### config.mk
export PLATFORM = sky130hd
export DESIGN_NAME = wwd_watchdog
export DESIGN_NICKNAME = d
export VERILOG_FILES = /design/src/verilog/wwd_pkg.sv /design/src/verilog/wwd_watchdog.sv /design/src/verilog/wwd_low_power_rc_clock_tick.sv
export SDC_FILE = /design/constraint.sdc
export NUM_CORES = 1
export LEC_CHECK = 0
export ABC_AREA = 1
export BUFFER_PORTS_ARGS = -buffer_cell sky130_fd_sc_hd__clkbuf_2
export CAP_MARGIN = 20
export CELL_PAD_IN_SITES_DETAIL_PLACEMENT = 1
export CELL_PAD_IN_SITES_GLOBAL_PLACEMENT = 1
export CORE_AREA = 2 2 123 125
export DETAILED_ROUTE_END_ITERATION = 8
export DIE_AREA = 0 0 125 127
export PLACE_DENSITY = 0.85
export SLEW_MARGIN = 0
export SYNTH_ARGS = -nofsm -noshare
export SYNTH_HDL_FRONTEND = slang
export SYNTH_SLANG_ARGS = --single-unit
### constraint.sdc
create_clock -name clk_sys_i -period 2.6 [get_ports clk_sys_i]
set_input_delay 0.39 -clock clk_sys_i [delete_from_list [all_inputs] [get_ports clk_sys_i]]
set_output_delay 0.39 -clock clk_sys_i [all_outputs]
set_load 0.005 [all_outputs]
### src/verilog/wwd_pkg.sv
package wwd_pkg;

  // ==========================================================
  // clocking and the emulated low-power rc rate
  localparam int unsigned CLK_FREQ_HZ = 100000000;
  localparam int unsigned RC_FREQ_HZ = 32000;
  localparam int unsigned RC_TICK_CYCLES = CLK_FREQ_HZ / RC_FREQ_HZ;
  localparam logic [11:0] RC_TICK_LAST = 12'(RC_TICK_CYCLES - 1);

  // ==========================================================
  // prescaler: divide by 32 or by 128
  localparam logic [2:0] PRESC_SHIFT_SMALL = 3'h5;
  localparam logic [2:0] PRESC_SHIFT_LARGE = 3'h7;
  localparam logic [6:0] PRESC_LAST_SMALL = 7'h1f;
  localparam logic [6:0] PRESC_LAST_LARGE = 7'h7f;

  // ==========================================================
  // watchdog_config_word field positions
  localparam int CFG_POST_LSB = 0;
  localparam int CFG_PRESC_BIT = 4;
  localparam int CFG_WINOFF_BIT = 6;
  localparam int CFG_FORCE_BIT = 7;
  localparam int CFG_WIN_LSB = 8;

  // window opening point, in eighths of the period
  localparam logic [2:0] WIN_OPEN_SEL11 = 3'h6;
  localparam logic [2:0] WIN_OPEN_SEL10 = 3'h5;
  localparam logic [2:0] WIN_OPEN_SEL01 = 3'h4;
  localparam logic [2:0] WIN_OPEN_SEL00 = 3'h2;

  // ==========================================================
  // register map
  localparam logic [3:0] ADDR_RESET_CAUSE = 4'h0;
  localparam logic [3:0] ADDR_COUNT_STATUS = 4'h1;
  localparam int RC_IDLE_BIT = 2;
  localparam int RC_SLEEP_BIT = 3;
  localparam int RC_FLAG_BIT = 4;
  localparam int RC_SWEN_BIT = 5;
  localparam logic [15:0] RESET_CAUSE_RST = 16'h0000;

  typedef enum logic [1:0] {
    WWD_RUN = 2'b00,
    WWD_SLEEP = 2'b01,
    WWD_IDLE = 2'b10
  } wwd_mode_t;

endpackage

### src/verilog/wwd_watchdog.sv
`timescale 1ns/1ns
// Functional notes
// - watchdog runs on rc clock, enabled with it
// - prescaler divides rc clock by 32 or 128
// - postscaler divides further, sixteen ratios
// - completed clock switch clears all counts
// - entering sleep or idle clears counts
// - leaving sleep or idle clears counts
// - clear instruction in run clears counts
// - enabled watchdog keeps counting while asleep
// - time-out while asleep wakes, no reset
// - force bit keeps watchdog always enabled
// - otherwise software enable bit controls watchdog
// - software enable cleared by device reset
// - time-out flag sticky, software clears it
// - window disable low selects windowed mode
// - window select gives 25/50/62.5/75 percent
// - prescale select one means divide 128
// - postscale select is power of two
// - force bit blocks software disabling
module wwd_watchdog (
  input wire logic clk_sys_i,
  input wire logic reset_n_i,
  input wire logic [15:0] config_word_i,
  input wire logic dev_reset_i,
  input wire logic clear_watchdog_instr_i,
  input wire logic power_save_instr_i,
  input wire logic power_save_idle_i,
  input wire logic wake_other_i,
  input wire logic clock_switch_done_i,
  input wire logic [3:0] addr_i,
  input wire logic [15:0] wdata_i,
  input wire logic wr_i,
  input wire logic rd_i,
  output logic [15:0] rdata_o,
  output logic low_power_rc_enable_o,
  output logic wdt_reset_o,
  output logic wake_o,
  output logic [1:0] power_mode_o
);

  typedef struct packed {
    logic [6:0] presc_cnt;
    logic [14:0] post_cnt;
    logic sw_en;
    logic flag;
    logic sleep_bit;
    logic idle_bit;
    wwd_pkg::wwd_mode_t mode;
    logic [15:0] rdata;
    logic rst_pulse;
    logic wake_pulse;
  } wwd_state_t;

  wwd_state_t st;
  wwd_state_t next_st;

  // ==========================================================
  // configuration decode
  function automatic logic [2:0] wwd_win_eighths(input logic [1:0] sel);
    case (sel)
      2'b11: wwd_win_eighths = wwd_pkg::WIN_OPEN_SEL11;
      2'b10: wwd_win_eighths = wwd_pkg::WIN_OPEN_SEL10;
      2'b01: wwd_win_eighths = wwd_pkg::WIN_OPEN_SEL01;
      default: wwd_win_eighths = wwd_pkg::WIN_OPEN_SEL00;
    endcase
  endfunction

  logic [3:0] post_sel;
  logic presc_sel;
  logic win_off;
  logic force_en;
  logic [1:0] win_sel;
  assign post_sel = config_word_i[wwd_pkg::CFG_POST_LSB +: 4];
  assign presc_sel = config_word_i[wwd_pkg::CFG_PRESC_BIT];
  assign win_off = config_word_i[wwd_pkg::CFG_WINOFF_BIT];
  assign force_en = config_word_i[wwd_pkg::CFG_FORCE_BIT];
  assign win_sel = config_word_i[wwd_pkg::CFG_WIN_LSB +: 2];

  logic wdt_en;
  logic tick;
  assign wdt_en = force_en | st.sw_en;
  assign low_power_rc_enable_o = wdt_en;

  wwd_rc_tick u_tick (
    .clk_sys_i(clk_sys_i),
    .reset_n_i(reset_n_i),
    .enable_i(wdt_en),
    .tick_o(tick)
  );

  // ==========================================================
  // terminal counts and window position
  logic [2:0] shift;
  logic [6:0] presc_last;
  logic [14:0] post_mask;
  logic [22:0] elapsed;
  logic [22:0] period;
  logic [22:0] win_open;
  always_comb begin
    shift = presc_sel ? wwd_pkg::PRESC_SHIFT_LARGE : wwd_pkg::PRESC_SHIFT_SMALL;
    presc_last = presc_sel ? wwd_pkg::PRESC_LAST_LARGE : wwd_pkg::PRESC_LAST_SMALL;
    post_mask = 15'(16'(16'h0001 << post_sel) - 16'h0001);
    elapsed = ({8'h00, st.post_cnt} << shift) | {16'h0000, st.presc_cnt};
    period = 23'(23'h000001 << (5'(shift) + 5'(post_sel)));
    // period is a multiple of 32, so eighths are exact
    win_open = 23'((period >> 3) * {20'h00000, wwd_win_eighths(win_sel)});
  end

  logic presc_wrap;
  logic expire;
  logic in_run;
  logic clr_run;
  logic violation;
  logic enter_ps;
  logic exit_ps;
  logic own_reset;
  logic clear_cnt;
  logic rc_wr;
  assign presc_wrap = st.presc_cnt == presc_last;
  assign expire = wdt_en & tick & presc_wrap & (st.post_cnt == post_mask);
  assign in_run = st.mode == wwd_pkg::WWD_RUN;
  assign clr_run = clear_watchdog_instr_i & in_run;
  // windowed mode only when window_disable is low
  assign violation = wdt_en & clr_run & ~win_off & (elapsed < win_open);
  assign enter_ps = power_save_instr_i & in_run;
  assign exit_ps = ~in_run & (wake_other_i | expire);
  assign own_reset = (expire & in_run) | violation;
  assign clear_cnt = dev_reset_i | clock_switch_done_i
                   | clr_run | enter_ps
                   | exit_ps | expire | ~wdt_en;
  assign rc_wr = wr_i & (addr_i == wwd_pkg::ADDR_RESET_CAUSE);

  // ==========================================================
  // next state
  always_comb begin
    next_st = st;
    next_st.rst_pulse = own_reset;
    next_st.wake_pulse = expire & ~in_run;
    // counting is independent of mode, so sleep keeps counting
    if (clear_cnt) begin
      next_st.presc_cnt = 7'h00;
      next_st.post_cnt = 15'h0000;
    end else if (tick) begin
      if (presc_wrap) begin
        next_st.presc_cnt = 7'h00;
        next_st.post_cnt = st.post_cnt + 15'h0001;
      end else begin
        next_st.presc_cnt = st.presc_cnt + 7'h01;
      end
    end
    // software writes first, hardware sets override
    if (rc_wr) begin
      if (wdata_i[wwd_pkg::RC_SWEN_BIT] || !force_en) begin
        next_st.sw_en = wdata_i[wwd_pkg::RC_SWEN_BIT];
      end
      next_st.flag = wdata_i[wwd_pkg::RC_FLAG_BIT];
      next_st.sleep_bit = wdata_i[wwd_pkg::RC_SLEEP_BIT];
      next_st.idle_bit = wdata_i[wwd_pkg::RC_IDLE_BIT];
    end
    if (expire || violation) begin
      next_st.flag = 1'b1;
    end
    if (dev_reset_i || own_reset) begin
      next_st.sw_en = 1'b0;
    end
    // sleep and idle bits stay set after wake-up
    case (st.mode)
      wwd_pkg::WWD_RUN: begin
        if (enter_ps && !own_reset) begin
          if (power_save_idle_i) begin
            next_st.mode = wwd_pkg::WWD_IDLE;
            next_st.idle_bit = 1'b1;
          end else begin
            next_st.mode = wwd_pkg::WWD_SLEEP;
            next_st.sleep_bit = 1'b1;
          end
        end
      end
      wwd_pkg::WWD_SLEEP, wwd_pkg::WWD_IDLE: begin
        if (exit_ps) begin
          next_st.mode = wwd_pkg::WWD_RUN;
        end
      end
      default: begin
        next_st.mode = wwd_pkg::WWD_RUN;
      end
    endcase
    if (dev_reset_i) begin
      next_st.mode = wwd_pkg::WWD_RUN;
    end
    // read data valid for exactly one cycle
    next_st.rdata = 16'h0000;
    if (rd_i) begin
      case (addr_i)
        wwd_pkg::ADDR_RESET_CAUSE: begin
          next_st.rdata[wwd_pkg::RC_SWEN_BIT] = st.sw_en;
          next_st.rdata[wwd_pkg::RC_FLAG_BIT] = st.flag;
          next_st.rdata[wwd_pkg::RC_SLEEP_BIT] = st.sleep_bit;
          next_st.rdata[wwd_pkg::RC_IDLE_BIT] = st.idle_bit;
        end
        wwd_pkg::ADDR_COUNT_STATUS: begin
          next_st.rdata = {1'b0, st.post_cnt};
        end
        default: begin
          next_st.rdata = 16'h0000;
        end
      endcase
    end
  end

  always_ff @(posedge clk_sys_i or negedge reset_n_i) begin
    if (!reset_n_i) begin
      st <= '0;
      st.mode <= wwd_pkg::WWD_RUN;
      st.sw_en <= wwd_pkg::RESET_CAUSE_RST[wwd_pkg::RC_SWEN_BIT];
    end else begin
      st <= next_st;
    end
  end

  assign rdata_o = st.rdata;
  assign wdt_reset_o = st.rst_pulse;
  assign wake_o = st.wake_pulse;
  assign power_mode_o = st.mode;
endmodule

### src/verilog/wwd_low_power_rc_clock_tick.sv
`timescale 1ns/1ns
module wwd_rc_tick (
  input wire logic clk_sys_i,
  input wire logic reset_n_i,
  input wire logic enable_i,
  output logic tick_o
);

  typedef struct packed {
    logic [11:0] cnt;
    logic tick;
  } wwd_tick_state_t;

  wwd_tick_state_t st;
  wwd_tick_state_t next_st;

  // stopped oscillator restarts from a full period
  always_comb begin
    next_st = st;
    next_st.tick = 1'b0;
    if (!enable_i) begin
      next_st.cnt = 12'h000;
    end else if (st.cnt == wwd_pkg::RC_TICK_LAST) begin
      next_st.cnt = 12'h000;
      next_st.tick = 1'b1;
    end else begin
      next_st.cnt = st.cnt + 12'h001;
    end
  end

  always_ff @(posedge clk_sys_i or negedge reset_n_i) begin
    if (!reset_n_i) begin
      st <= '0;
    end else begin
      st <= next_st;
    end
  end

  assign tick_o = st.tick;

endmodule

-- After elaboration in Yosys (flattened, before gate mapping)
Cells that the tools add are included.
- add/subtract/negate cells: 5
- multipliers: 1
- magnitude comparators: 1
- eq/ne operators: 11
- shifts and indexed selects: 3
- multiplexer cells: 27
- bitwise operators: 25
- reductions and logical operators: 17
- operators with widths (kind ; number):
    two-way mux 22 bit ; 2
    two-way mux 15 bit ; 2
    two-way mux 12 bit ; 2
    less-than comparator 23 bit ; 1
    multiplier 20 x 3 -> 23 bit ; 1
    OR 23 x 7 -> 23 bit ; 1
    << shifter 1 x 5 -> 23 bit, first input constant ; 1
    << shifter 15 x 3 -> 23 bit ; 1
    adder 15 x 1 -> 15 bit, second input constant ; 1
    equality test 15 bit ; 1
    << shifter 1 x 4 -> 15 bit, first input constant ; 1
    subtractor 15 x 1 -> 15 bit, second input constant ; 1
    two-way mux 7 bit ; 2
    adder 12 x 1 -> 12 bit, second input constant ; 1
    bitwise AND 1 bit ; 12
    equality test 12 bit, second input constant ; 1
    two-way mux 2 bit ; 6
    nonzero test 2 bit ; 5
    two-way mux 9 bit ; 1
    OR 1 bit ; 9
    case mux 3 bit (3 select lines) ; 1
    two-way mux 4 bit ; 2
    case mux 4 bit (2 select lines) ; 1
    adder 7 x 1 -> 7 bit, second input constant ; 1
    17 further kinds ; 33
- register bits: 59
- input bits: 46
- output and inout port bits: 21
- word-level logic and storage cells: 102

-- Longest topological paths before layout
- depth after elaboration: 12
- gate-level depth with buffers: 41

-- Hierarchy
Synthesis repeated with hierarchy kept, for this count alone.
- cell total of the unflattened synthesis: 906
- area total of the unflattened synthesis: 6289.8 um2
- modules (own cells, without submodules) (module ; instances ; cells an instance ; area each (um2) ; seq. area each (um2)):
    wwd_watchdog ; 1 ; 819 ; 5594.1 ; 1126.1
    wwd_rc_tick ; 1 ; 87 ; 695.7 ; 325.3

-- Least setup slack after synthesis
No wires, ideal clock.
- path type: input port to flip-flop
- from: input port config_word_i[1]
- to: register st (netlist bit power_mode_o[0])
- arrival: 5.132 ns
- data required time: 2.535 ns
- slack: -2.597 ns
- cell stages on the path: 35
- cells stage by stage: ha_1 > nand2_1 > inv_1 > nor2_1 > inv_1 > nor2_1 > nor2_1 > nor2_1 > inv_1 > nor3_1 > nand2_1 > fa_1 > inv_1 > ha_1 > nand2_1 > nor4_1 > a21oi_1 > o21ai_0 > nand3_1 > nand2_1 > xnor2_1 > ha_1 > inv_1 > o31a_1 > nand2_1 > nand2_1 > nand2_1 > nand2_1 > nand2_1 > nand2_1 > nand2_1 > nand3_1 > a21oi_1 > nand2_1 > nand2_1
- longest elaborated chain between the ends: 10
- RTL lines (what ; line ; source):
    start: declaration ; wwd_watchdog.sv:24 ; input wire logic [15:0] config_word_i,
    adder 3 x 4 -> 5 bit or << shifter 1 x 4 -> 15 bit (tied branches) ; wwd_watchdog.sv:105, wwd_watchdog.sv:103 ;
    << shifter 1 x 5 -> 23 bit or subtractor 15 x 1 -> 15 bit (tied branches) ; wwd_watchdog.sv:105, wwd_watchdog.sv:103 ;
    multiplier 20 x 3 -> 23 bit or equality test 15 bit (tied branches) ; wwd_watchdog.sv:107, wwd_watchdog.sv:121 ;
    less-than comparator 23 bit or bitwise AND 1 bit (tied branches) ; wwd_watchdog.sv:125, wwd_watchdog.sv:121 ;
    bitwise AND 1 bit (on tied branches) ; wwd_watchdog.sv:125, wwd_watchdog.sv:128 ;
    OR 1 bit ; wwd_watchdog.sv:128 ; assign own_reset = (expire & in_run) | violation;
    zero test 1 bit ; wwd_watchdog.sv:170 ; if (enter_ps && !own_reset) begin
    logical AND 1 bit ; wwd_watchdog.sv:170 ;
    != test 3 x 2 -> 1 bit (no source line) ; -- ;
    AND reduction 2 bit (no source line) (*) ; -- ;
    end signal: assignment ; wwd_watchdog.sv:218 ; st <= next_st;
    end: declaration ; wwd_watchdog.sv:55 ; wwd_state_t st;
Mark *: on every way between the ends. The rest lies on a longest branch, timed or not.
A chain may end at the register's enable or synchronous reset.

-- Worst setup path in the final report
Same ends and word-level chain as after synthesis.

==> run metrics <==
first-pass GRT wire length 39600 um; Post-synth EDFFs 0; critical path's most frequent cell nand2_1; Reg clk slew, reported paths ~0.07 ns; critical path peak fanout 5; RR Startpoint st[31]$_DFFE_PN0P_; Rel. slew slack 0.392; Initial Util 0.425; Inserted Diodes 0; I/O Buffers 46; DR DRC count 0; failing checks setup timing; Post-Layout Cell Count 1274; RSZ-0062 raised after global routing true; core area approximately 0.014 mm^2; most frequent cell after synthesis nand2_1; HPWL after DPL 16400 um; Sw Share 0.337; required time worst endpoint 2.88 ns; Synth Flop Type dfrtp_1; Yosys warning total 0; Gate Count Post-Synth 897; clk buf depth 2; pwr/cell area 354 mW/mm^2; placed insts 1224; Hold Violations, Final 0; worst vdd ir 0.000244 V; WL/cell 24.7 um; GPL Wtd Cong 0.872; CP max-delay cell fa_1; status finished, violations left; Worst-Skew Late Latency about 0.34 ns; top post-synthesis cells by area dfrtp_1 24%, nand2_1 14%, ha_1 11%; min cycle time layout 5.40 ns; Max-Cap Viols 0; power share of the combinational group 0.295; Crit. End Element flop; P_sw between 1 and 1.5 mW; total grt overflow 0; routed vias/inst about 6.0; clock tree sinks 58; Netlist cell types 43; DRT iter0 DRCs 780; total CTS buffers 9; # fillers between 1500 and 2000; layout cells sized above 1 0.306; CP peak stage delay around 0.57 ns; storage element area 0.00145 mm^2; setup TNS -19.23 ns; Clock Power Share 0.392; class of the worst hold path in2async; Clock Skew 0.0173 ns; critical path class in2reg; drt first pass iters 5; Layout Utilization 0.589; Worst R2R Path Depth 20; final setup vio count 10; H-tree lvl count 3; Ports 67; die height 127 um; root buffer cell clkbuf_16; P_int 1.99 mW; Reg power frac 0.313; sequential element share of the synthesized area 0.237; Yosys reg bits 58; worst slew pin tran 0.904 ns; worst path arrival time 5.68 ns; largest net degree at the start of global routing 59; Vias ~7700; Max Slew Vio Count 0; Multi-input gate area 0.00447 mm^2; leading cell types by count after synthesis 230 x nand2_1, 130 x inv_1, 97 x nor2_1; WL final 31400 um; Fmax 185 MHz; period utilisation layout 2.08; RR Endpoint st[20]$_DFF_PN0_; area grow syn2layout 38.8%; initial antenna violation count 0; top-area cell type share of the netlist area 0.237; P_leak ~4.2 nW; Final WS setup -2.80 ns; Die ar. between 0.015 and 0.02 mm^2; vias in the first global route between 7000 and 8000; CTS tree done; Post-synth ARST share 1.00; Die X around 130 um; Avg Synthesized Cell Area 6.83 um^2; crit path launch type input port; area leader, netlist dfrtp_1; standard-cell rows 44; Synth Cell Area 0.00612 mm^2; Final ANT Viol Nets 0; final net count 1202; R2R Setup Slk -0.46 ns; Total GRT Usage 0.314
==> registers in the layout, summed over array words and instances, names as in the netlist <==
signal and flops:
wake_o 1, rdata_o 15, u_tick.st 12, u_tick.tick_o 1, st 26, wdt_reset_o 1, power_mode_o 2
==> critical path: cells and delay by family <==
kind / cells / cell delay [ns]
buf+inv: 6 / 0.55
xor+xnor: 1 / 0.15
simple gates: 21 / 2.28
fa+ha+maj: 4 / 1.33
compound gates: 5 / 0.98
==> power groups by stage <==
stage	Clock [mW]	Combinational, mW	Sequential [mW]
2_1_floorplan	0	0.394	0.947
3_3_place_gp	0	0.637	0.950
3_5_place_dp	0	0.671	0.952
4_1_cts	1.15	0.718	0.939
5_1_grt	1.20	0.936	0.942
6_report	1.18	0.885	0.941
==> per-stage QoR <==
step | instance area [um^2] | hold WS [ns] | setup WS [ns] | power [mW]
4_1_cts | 8150 | 0.251 | -2.13 | 2.81
2_1_floorplan | 6340 | 0.0944 | -2.04 | 1.34
3_5_place_dp | 7550 | 0.488 | -2.69 | 1.62
6_report | 8500 | 0.220 | -2.80 | 3.00
5_1_grt | 8500 | 0.288 | -3.04 | 3.08
3_3_place_gp | 7550 | 0.474 | -2.39 | 1.59
==> worst max path at each step <==
stage,startpoint,end,slack [ns],depth (start not counted)
2_1_floorplan,config_word_i[4],power_mode_o[0]$_DFFE_PN0P_,-2.04,38
4_1_cts,config_word_i[1],power_mode_o[0]$_DFFE_PN0P_,-2.13,38
3_3_place_gp,config_word_i[4],power_mode_o[0]$_DFFE_PN0P_,-2.39,39
3_5_place_dp,config_word_i[4],power_mode_o[0]$_DFFE_PN0P_,-2.69,42
5_1_grt,config_word_i[1],power_mode_o[0]$_DFFE_PN0P_,-3.04,40
6_report,config_word_i[1],power_mode_o[0]$_DFFE_PN0P_,-2.80,37
==> layout make-up <==
| type | count | share of cell area |
|---|---|---|
| Sequential cell | 58 | 0.171 |
| Tap cell | 184 | 0.0271 |
| Timing Repair Buffer | 209 | 0.182 |
| Clock buffer | 14 | 0.0322 |
| Clock inverter | 2 | 0.00118 |
| Multi-Input combinational cell | 673 | 0.527 |
| Inverter | 134 | 0.0601 |
==> cells in the final DEF (no fill, tap or decap), drive strengths merged, types with 4 or more instances in the layout <==
cell type  instances
nand3             44
nor2             103
ha                52
xor2              31
o21ai             57
clkinv             4
clkbuf            61
dfrtp             58
fa                19
nor3              31
nor3b              4
buf              162
conb               6
nand4             12
a21oi             39
nand2            234
xnor2             16
inv              132
nor4               5
==> cell families after synthesis <==
kind of cell / synth area share
compound gates: 0.0934
xor+xnor: 0.0685
fa+ha+maj: 0.168
buf+inv: 0.121
flops: 0.237
other cells: 0.00123
simple gates: 0.311
==> routing by layer <==
metal	wire length, um	GRT usage
met1	10700	0.338
met2	15500	0.591
met3	2100	0.0381
met4	3130	0.188
met5	0	0
==> timing repair <==
| action | CTS | global route |
|---|---|---|
| resized for setup | 41 | 50 |
| setup buffers | 20 | 15 |
| gates cloned | 0 | 2 |
| endpoints found under the hold margin | 0 | 0 |
| pin swaps | 36 | 31 |
| hold buffers | 0 | 0 |
| setup endpoints to repair | 13 | 26 |
Power figures use the tool's default switching activity.
